## config.mk

```make
export PLATFORM = sky130hd
export DESIGN_NAME = ipv4_transmit_request_handler
export DESIGN_NICKNAME = d
export VERILOG_FILES = /design/src/rtl/ipv4_tx_pkg.sv /design/src/rtl/sock_slot.sv /design/src/rtl/ipv4_transmit_request_handler.sv
export SDC_FILE = /design/constraint.sdc
export NUM_CORES = 1
export LEC_CHECK = 0
export ABC_AREA = 1
export BUFFER_PORTS_ARGS = -buffer_cell sky130_fd_sc_hd__buf_2
export CORE_MARGIN = 8
export CORE_UTILIZATION = 55
export DETAILED_ROUTE_END_ITERATION = 8
export HOLD_SLACK_MARGIN = 0.1
export PLACE_DENSITY_LB_ADDON = 0.2
export SYNTH_ARGS = -nofsm -noshare
export SYNTH_HDL_FRONTEND = slang
export SYNTH_SLANG_ARGS = --single-unit
```

## constraint.sdc

```tcl
create_clock -name clk -period 28.3 [get_ports clk]
set_input_delay 4.245 -clock clk [delete_from_list [all_inputs] [get_ports clk]]
set_output_delay 4.245 -clock clk [all_outputs]
set_load 0.02 [all_outputs]
```

## src/rtl/ipv4_tx_pkg.sv

```systemverilog
/*
 * constants, codes and state encoding for the ipv4 transmit request handler.
 * assumes the frame envelope (delimiter, length, checksum, frame type) has
 * been stripped upstream; the byte stream starts at the frame id byte.
 */
// Contract
// - no matching socket for a new destination: open one before sending payload.
// - network data arriving on an open socket goes to the host as receive data.
// - frame id echoed in status; id 0 suppresses the status entirely.
// - source port 0: reuse socket matching destination, else open a new one.
// - nonzero source port: use only a full match, else status reports error.
// - protocol byte 0 udp, 1 tcp, 4 tls; that transport is opened.
// - tls connections use the first tls profile slot.
// - option bit 1 set closes tcp socket after sending; clear leaves it open.
// - the close option bit is ignored for udp.
// - payload is variable, at most 1500 bytes; device accepts up to that for tcp and tls, but caps udp payload at 512 bytes.
package ipv4_tx_pkg;
	localparam logic [7:0] proto_udp = 8'h00;
	localparam logic [7:0] proto_tcp = 8'h01;
	localparam logic [7:0] proto_tls = 8'h04;
	localparam int opt_close_bit = 1;
	localparam logic [1:0] tls_profile_first = 2'h0;
	localparam logic [10:0] max_payload = 11'h5dc;
	localparam logic [10:0] max_udp_payload = 11'h200;
	// header byte positions, counted from the frame id byte
	localparam logic [3:0] pos_id = 4'h0;
	localparam logic [3:0] pos_addr_last = 4'h4;
	localparam logic [3:0] pos_dport_last = 4'h6;
	localparam logic [3:0] pos_sport_last = 4'h8;
	localparam logic [3:0] pos_proto = 4'h9;
	localparam logic [3:0] pos_opts = 4'ha;
	// status codes
	localparam logic [7:0] st_ok = 8'h00;
	localparam logic [7:0] st_no_socket = 8'h01;
	localparam logic [7:0] st_too_long = 8'h02;
	localparam logic [7:0] st_bad_proto = 8'h03;
	localparam logic [7:0] st_open_fail = 8'h04;
	localparam logic [7:0] st_short_frame = 8'h05;
	localparam logic [7:0] st_no_free = 8'h06;
	typedef enum logic [2:0] {
		s_idle = 3'h0,
		s_hdr = 3'h1,
		s_lookup = 3'h3,
		s_open = 3'h2,
		s_payload = 3'h6,
		s_close = 3'h7,
		s_status = 3'h5,
		s_drain = 3'h4
	} state_type;
endpackage : ipv4_tx_pkg

```

## src/rtl/sock_slot.sv

```systemverilog
/*
 * one socket table entry: remembers an open socket's endpoints and answers
 * a match query. assumes alloc and free are never asserted together.
 */
`timescale 1ns/1ps
`default_nettype none
module sock_slot import ipv4_tx_pkg::*; (
	input wire logic clk,
	input wire logic rst,
	input wire logic ce,
	input wire logic alloc,
	input wire logic free,
	input wire logic [31:0] wr_addr,
	input wire logic [15:0] wr_dport,
	input wire logic [15:0] wr_sport,
	input wire logic [31:0] q_addr,
	input wire logic [15:0] q_dport,
	input wire logic [15:0] q_sport,
	output logic in_use,
	output logic hit
);
	typedef struct packed {
		logic used;
		logic [31:0] addr;
		logic [15:0] dport;
		logic [15:0] sport;
	} slot_type;
	slot_type cur_ff, nxt_cur;

	always_comb begin
		nxt_cur = cur_ff;
		if (alloc) begin
			nxt_cur.used = 1'b1;
			nxt_cur.addr = wr_addr;
			nxt_cur.dport = wr_dport;
			nxt_cur.sport = wr_sport;
		end else if (free) begin
			nxt_cur.used = 1'b0;
		end
	end

	always_ff @(posedge clk or posedge rst) begin
		if (rst) begin
			cur_ff <= '0;
		end else if (ce) begin
			cur_ff <= nxt_cur;
		end
	end

	assign in_use = cur_ff.used;
	// zero source port matches destination only, else all three must match
	assign hit = cur_ff.used && cur_ff.addr == q_addr &&
		cur_ff.dport == q_dport &&
		(q_sport == 16'h0000 || cur_ff.sport == q_sport);
endmodule : sock_slot
`default_nettype wire

```

## src/rtl/ipv4_transmit_request_handler.sv

```systemverilog
/*
 * parses ipv4 transmit request frames, picks or opens a socket, forwards
 * the payload, optionally closes it, and reports status; also passes socket
 * receive data to the host. assumes the network stack answers open and
 * close requests and handles the client connection idle timeout itself.
 */
`timescale 1ns/1ps
`default_nettype none
module ipv4_transmit_request_handler import ipv4_tx_pkg::*; #(
	parameter int num_sock = 4,
	parameter int sw = (num_sock > 1) ? $clog2(num_sock) : 1
) (
	input wire logic clk,
	input wire logic rst,
	input wire logic ce,
	input wire logic in_valid,
	output logic in_ready,
	input wire logic [7:0] in_data,
	input wire logic in_last,
	output logic net_open_req,
	output logic [31:0] net_open_addr,
	output logic [15:0] net_open_port,
	output logic [7:0] net_open_proto,
	output logic net_open_tls,
	output logic [1:0] net_open_tls_profile,
	input wire logic net_open_done,
	input wire logic net_open_ok,
	input wire logic [15:0] net_open_local_port,
	output logic net_tx_valid,
	input wire logic net_tx_ready,
	output logic [7:0] net_tx_data,
	output logic net_tx_last,
	output logic [sw-1:0] net_tx_sock,
	output logic net_tx_abort,
	output logic net_close_req,
	input wire logic net_close_done,
	input wire logic net_sock_closed,
	input wire logic [sw-1:0] net_sock_closed_idx,
	input wire logic net_rx_valid,
	output logic net_rx_ready,
	input wire logic [7:0] net_rx_data,
	input wire logic net_rx_last,
	input wire logic [sw-1:0] net_rx_sock,
	output logic host_rx_valid,
	input wire logic host_rx_ready,
	output logic [7:0] host_rx_data,
	output logic host_rx_last,
	output logic [sw-1:0] host_rx_sock,
	output logic stat_valid,
	input wire logic stat_ready,
	output logic [7:0] stat_frame_id,
	output logic [7:0] stat_code
);
	typedef struct packed {
		state_type st;
		logic [7:0] fid;
		logic [31:0] addr;
		logic [15:0] dport;
		logic [15:0] sport;
		logic [7:0] proto;
		logic [7:0] opts;
		logic [3:0] pos;
		logic [10:0] cnt;
		logic [sw-1:0] sock;
		logic [7:0] code;
		logic ended;
		logic txv;
		logic [7:0] txd;
		logic txl;
		logic abort;
		logic rxv;
		logic [7:0] rxd;
		logic rxl;
		logic [sw-1:0] rxs;
	} ctl_type;
	ctl_type r_ff, nxt_r;

	logic [num_sock-1:0] used, hits, alloc_v, free_v;
	logic any_hit, any_free;
	logic [sw-1:0] hit_idx, free_idx;
	logic in_take, tx_take, rx_take, close_wanted, opening_ok;
	logic [10:0] limit;

	////////////////////////////////////////////////////////////////////////
	genvar gi;
	generate
		for (gi = 0; gi < num_sock; gi++) begin : g_slot
			sock_slot u_slot (
				.clk(clk),
				.rst(rst),
				.ce(ce),
				.alloc(alloc_v[gi]),
				.free(free_v[gi]),
				.wr_addr(r_ff.addr),
				.wr_dport(r_ff.dport),
				.wr_sport(net_open_local_port),
				.q_addr(r_ff.addr),
				.q_dport(r_ff.dport),
				.q_sport(r_ff.sport),
				.in_use(used[gi]),
				.hit(hits[gi])
			);
		end
	endgenerate

	always_comb begin
		any_hit = 1'b0;
		any_free = 1'b0;
		hit_idx = '0;
		free_idx = '0;
		for (int i = num_sock - 1; i >= 0; i--) begin
			if (hits[i]) begin
				any_hit = 1'b1;
				hit_idx = sw'(i);
			end
			if (!used[i]) begin
				any_free = 1'b1;
				free_idx = sw'(i);
			end
		end
	end

	assign opening_ok = r_ff.st == s_open && net_open_done && net_open_ok;
	always_comb begin
		for (int i = 0; i < num_sock; i++) begin
			alloc_v[i] = opening_ok && r_ff.sock == sw'(i);
			free_v[i] = !alloc_v[i] &&
				((r_ff.st == s_close && net_close_done &&
				r_ff.sock == sw'(i)) ||
				(net_sock_closed && net_sock_closed_idx == sw'(i)));
		end
	end

	////////////////////////////////////////////////////////////////////////
	// udp payload capped tighter; enforced here so a bad host is reported
	assign limit = (r_ff.proto == proto_udp) ? max_udp_payload
		: max_payload;
	// close option only counts for tcp and tls
	assign close_wanted = r_ff.proto != proto_udp &&
		r_ff.opts[opt_close_bit];
	assign in_ready = r_ff.st == s_hdr || r_ff.st == s_drain ||
		(r_ff.st == s_payload && !r_ff.ended &&
		(!r_ff.txv || net_tx_ready));
	assign in_take = in_valid && in_ready;
	assign tx_take = r_ff.txv && net_tx_ready;
	assign net_rx_ready = !r_ff.rxv || host_rx_ready;
	assign rx_take = net_rx_valid && net_rx_ready;

	always_comb begin
		nxt_r = r_ff;
		nxt_r.abort = 1'b0;
		if (tx_take) begin
			nxt_r.txv = 1'b0;
		end
		// receive data only forwarded while its socket is open
		if (r_ff.rxv && host_rx_ready) begin
			nxt_r.rxv = 1'b0;
		end
		if (rx_take) begin
			nxt_r.rxv = used[net_rx_sock];
			nxt_r.rxd = net_rx_data;
			nxt_r.rxl = net_rx_last;
			nxt_r.rxs = net_rx_sock;
		end
		case (r_ff.st)
			s_idle: begin
				nxt_r.pos = pos_id;
				nxt_r.cnt = '0;
				nxt_r.ended = 1'b0;
				nxt_r.code = st_ok;
				nxt_r.opts = '0;
				nxt_r.st = s_hdr;
			end
			s_hdr: begin
				if (in_take) begin
					nxt_r.pos = r_ff.pos + 4'h1;
					// big endian fields shift in msb first
					if (r_ff.pos == pos_id) begin
						nxt_r.fid = in_data;
					end else if (r_ff.pos <= pos_addr_last) begin
						nxt_r.addr = {r_ff.addr[23:0], in_data};
					end else if (r_ff.pos <= pos_dport_last) begin
						nxt_r.dport = {r_ff.dport[7:0], in_data};
					end else if (r_ff.pos <= pos_sport_last) begin
						nxt_r.sport = {r_ff.sport[7:0], in_data};
					end else if (r_ff.pos == pos_proto) begin
						nxt_r.proto = in_data;
					end else begin
						nxt_r.opts = in_data;
					end
					if (r_ff.pos == pos_opts) begin
						nxt_r.ended = in_last;
						nxt_r.st = s_lookup;
					end else if (in_last) begin
						nxt_r.code = st_short_frame;
						nxt_r.st = s_status;
					end
				end
			end
			s_lookup: begin
				nxt_r.sock = any_hit ? hit_idx : free_idx;
				if (r_ff.proto != proto_udp && r_ff.proto != proto_tcp &&
					r_ff.proto != proto_tls) begin
					nxt_r.code = st_bad_proto;
				end else if (any_hit) begin
					nxt_r.st = s_payload;
				end else if (r_ff.sport != 16'h0000) begin
					nxt_r.code = st_no_socket;
				end else if (!any_free) begin
					nxt_r.code = st_no_free;
				end else begin
					nxt_r.st = s_open;
				end
				if (nxt_r.code != st_ok) begin
					nxt_r.st = r_ff.ended ? s_status : s_drain;
				end
			end
			s_open: begin
				if (net_open_done) begin
					if (net_open_ok) begin
						nxt_r.st = s_payload;
					end else begin
						nxt_r.code = st_open_fail;
						nxt_r.st = r_ff.ended ? s_status : s_drain;
					end
				end
			end
			s_payload: begin
				if (in_take) begin
					if (r_ff.cnt == limit) begin
						// a byte past the limit: tell the stack to drop it all
						nxt_r.code = st_too_long;
						nxt_r.abort = 1'b1;
						nxt_r.st = in_last ? s_status : s_drain;
					end else begin
						nxt_r.cnt = r_ff.cnt + 11'h001;
						nxt_r.txv = 1'b1;
						nxt_r.txd = in_data;
						nxt_r.txl = in_last;
						nxt_r.ended = in_last;
					end
				end else if (r_ff.ended && !r_ff.txv) begin
					nxt_r.st = close_wanted ? s_close : s_status;
				end
			end
			s_close: begin
				if (net_close_done) begin
					nxt_r.st = s_status;
				end
			end
			s_drain: begin
				if (in_take && in_last) begin
					nxt_r.st = s_status;
				end
			end
			s_status: begin
				// frame id zero means the host wants no status at all
				if (r_ff.fid == 8'h00 || stat_ready) begin
					nxt_r.st = s_idle;
				end
			end
			default: begin
				nxt_r.st = s_idle;
			end
		endcase
	end

	always_ff @(posedge clk or posedge rst) begin
		if (rst) begin
			r_ff <= '0;
		end else if (ce) begin
			r_ff <= nxt_r;
		end
	end

	////////////////////////////////////////////////////////////////////////
	assign net_open_req = r_ff.st == s_open;
	assign net_open_addr = r_ff.addr;
	assign net_open_port = r_ff.dport;
	assign net_open_proto = r_ff.proto;
	assign net_open_tls = r_ff.proto == proto_tls;
	assign net_open_tls_profile = tls_profile_first;
	assign net_tx_valid = r_ff.txv;
	assign net_tx_data = r_ff.txd;
	assign net_tx_last = r_ff.txl;
	assign net_tx_sock = r_ff.sock;
	assign net_tx_abort = r_ff.abort;
	assign net_close_req = r_ff.st == s_close;
	assign host_rx_valid = r_ff.rxv;
	assign host_rx_data = r_ff.rxd;
	assign host_rx_last = r_ff.rxl;
	assign host_rx_sock = r_ff.rxs;
	assign stat_valid = r_ff.st == s_status && r_ff.fid != 8'h00;
	assign stat_frame_id = r_ff.fid;
	assign stat_code = r_ff.code;
endmodule : ipv4_transmit_request_handler
`default_nettype wire

```

==> impl_metrics.ini <==
[floorplan]
ios = 155
die-height_um = 216
dieArea_sq_um = 46600
row_count = 73
initial_core_util_pct = 55.5
die_x_um = 216
core-area_sq_um = 39600

[setup_path]
r2r-end = r_ff[137]$_DFFE_PP0P_
rr_startpoint = net_open_port[4]$_DFFE_PP0P_
worstPathCellList = buf_2, o21ai_0, o21ai_2, buf_2
crit_fanout = 2
rrSetupSlack_ns = 25.06
crit_family = compound AO/OA/AOI/OAI gates
endpoint_kind = output port
crit_arrival_ns = 4.85
worstRegToRegCells = 20
path_class = input port to output port
slowest_stage = o21ai_0
crit_path_frequent_cell = buf_2
start_kind = input port
critPathMaxStageDelay_ns = 0.22
worst-path-buf-inv = 2
cp.required_ns = 24.05

[cts]
cts_tree = built
clock_sinks = 393
numCtsBuffers = 44
clockBufferDepth = 3
path_clk_slew_ns = 0.06
cts_resized = 0
htree_levels = 2
clockRootBuffer = clkbuf_16
worstSkewPairLatency_ns = 0.59
cts_setup_buffers = 0
ctsHoldBuffers = 0

[timing]
setup_violations = 0
maxSlewViolCount = 0
tns_ns = 0
finalHoldViolCount = 0
finalCritPeriodShare_pct = 32.1
max_slew_margin_pct = 18.5
min_period_ns = 9.09
max_freq_mhz = 110
finClkSkew_ns = 0.0118
rsz0062_at_grt = no
worstMarginPinSlew_ns = 1.22

[power_and_ir_drop]
p_switching_uw = 693
seqPwrFrac_pct = 36.0
combPwrFrac_pct = 28.7
vdd_drop_max_uv = 56.4
sw_frac_of_total_pct = 38.1
clkPwrFrac_pct = 35.2
p_leak_uw = 0.0125
power_density_nw_per_um2 = 75.7
p_int_uw = 1130

[drt]
wl_um = 75100
ant_nets = 0
via_per_inst = 5.43
route.detailed.drc = 0
wl_per_cell_um = 20.2
vias = 20200
drt-initial-drc-count = 2227
dr.pass1.iters = 6

[synthesis]
synth_top_family_by_area = simple AND/OR/NAND/NOR gates
synth-async-reset-ratio_pct = 100
synth_compound_gate_area_share_pct = 10.6
ys_seq_elements = 393
synth_cells = 3142
ys_seq_area_share_pct = 44.7
netlist.area_leader.share_pct = 44.7
yosys_warnings = 0
synth_top_cell_by_area = dfrtp_1
synth-xor-area-share_pct = 2.51
synth_adder_area_share_pct = 0.341
synth.avg_cell_area_sq_um = 7.00
syn_area_sq_um = 22000
muxShareOfSynthArea_pct = 0.563
ys.flop_type = dfrtp_1
synth_simple_gate_area_share_pct = 29.8
synth_cell_type_count = 52
synth-edff-count = 0
yosys-top-cells-area = dfrtp_1 (45%), nand2_1 (21%), o21ai_0 (9.0%)

[grt]
grt_pass1_vias = 19000
overflow = 0
antenna_found_initial = 2
grt_first_pass_wirelength_um = 114000
track_usage_pct = 31.7
grt_max_degree = 134

[placed_design]
port_buffers = 152
dp_hpwl_um = 56200
gp_congestion = 1.02
dpl_cell_area_sq_um = 22400

[layout]
final_common_cell = nand2_1
fin_area_sq_um = 24000
fillers = 3737
layout-drive-gt1-share_pct = 9.96
syn_to_final_growth_pct = 9.27
mostFrequentLayoutCells = nand2_1 (1,211), o21ai_0 (395), dfrtp_1 (393), inv_1 (331), nor2_1 (288)
nets = 3213

[worst_hold_path]
hold_path_end = net_tx_data[5]$_DFFE_PP0P_
hold_start = net_tx_data[5]$_DFFE_PP0P_
min_path_type = flop to flop
holdPathStages = 2

[status]
status = completed

[flow_run]
cap_violations = 0
## cell usage after synthesis, types with 9 or more instances
| master | n |
|---|---|
| inv_1 | 332 |
| buf_2 | 16 |
| clkbuf_1 | 72 |
| xnor2_1 | 32 |
| nand2_1 | 1212 |
| nor2_1 | 288 |
| a21oi_1 | 18 |
| dfrtp_1 | 393 |
| nand3_1 | 56 |
| buf_4 | 97 |
| nor3_1 | 15 |
| o21ai_0 | 395 |
| nand4_1 | 40 |
| nand2_2 | 9 |
| inv_2 | 37 |
| xor2_1 | 31 |
| mux2_2 | 11 |
## power by group through the flow
stage	registers [uW]	logic (uW)	clock network (uW)
3_5_place_dp	663	513	0
3_3_place_gp	662	512	0
6_report	656	523	641
4_1_cts	653	516	648
2_1_floorplan	630	376	0
5_1_grt	659	569	667
## kinds of logic after synthesis
family | Yosys count
compound gates | 448
xor+xnor | 63
fa+ha+maj | 6
buf+inv | 563
flops | 393
mux | 11
other cells | 1
simple gates | 1657
## worst max-delay path by stage
stage | from | to | slack (ns) | cells after the start
after floorplan | rst | g_slot[0].u_slot.cur_ff[0]$_DFFE_PP0P_ | 13.13 | 1
after global placement | net_tx_ready | in_ready | 19.24 | 4
after detailed placement | net_tx_ready | in_ready | 19.22 | 4
after CTS | net_tx_ready | in_ready | 19.22 | 4
after global routing | net_tx_ready | in_ready | 19.16 | 4
final | net_tx_ready | in_ready | 19.21 | 4
## cell type report
class / count / area, sq um / share of cell area (%)
inverters: 370 / 1400 / 5.81
diodes: 1 / 2.50 / 0.0104
repair buffers: 161 / 828 / 3.45
multi-input cells: 2187 / 9690 / 40.3
well taps: 525 / 657 / 2.73
clock inverters: 23 / 365 / 1.52
flip-flops and latches: 393 / 9830 / 40.9
clock buffers: 59 / 1260 / 5.24
## flip-flops by register name, indices dropped and copies added (netlist names)
name and count:
g_slot.u_slot.cur_ff 256, g_slot.u_slot.in_use 4, host_rx_data 8, host_rx_last 1, host_rx_sock 2, host_rx_valid 1
net_open_addr 32, net_open_port 16, net_open_proto 8, net_tx_abort 1, net_tx_data 8, net_tx_last 1
net_tx_sock 2, net_tx_valid 1, r_ff 36, stat_code 8, stat_frame_id 8
## worst register-to-register path, stage by stage, from the launching register on
cell     delay [ns]
dfrtp_1        0.75
inv_1          0.33
nand2_1        0.25
nand2_1        0.08
nor2_1         0.12
nand2_1        0.08
nor2_1         0.31
nand2_1        0.16
nor2_1         0.14
nand3_1        0.08
nand2_1        0.12
inv_1          0.08
nand2_2        0.10
nor2_1         0.07
nor2_2         0.13
nor2_1         0.06
nand2_1        0.08
nand3_1        0.07
nand2_1        0.07
nand2_1        0.05
nand2_1        0.05
## metrics by stage
step / worst slack [ns] / hold WS [ns] / util [%] / power [uW] / cells
2_1_floorplan: 13.13 / 0.447 / - / 1010 / 3143
3_3_place_gp: 19.24 / 0.465 / 56.5 / 1170 / 3636
3_5_place_dp: 19.22 / 0.478 / 56.5 / 1180 / 3636
4_1_cts: 19.22 / 0.491 / 60.6 / 1820 / 3718
5_1_grt: 19.16 / 0.514 / 60.6 / 1890 / 3718
6_report: 19.21 / 0.486 / 60.6 / 1820 / 3719
## metal layers
layer	track usage (%)	wire (um)	up-vias
met5	0	10	-
met4	14.3	3480	2
met3	4.70	5660	164
met2	50.3	34400	793
met1	42.9	31500	9524
li1	-	-	9695
No activity file was read; power rests on OpenSTA's default activity.
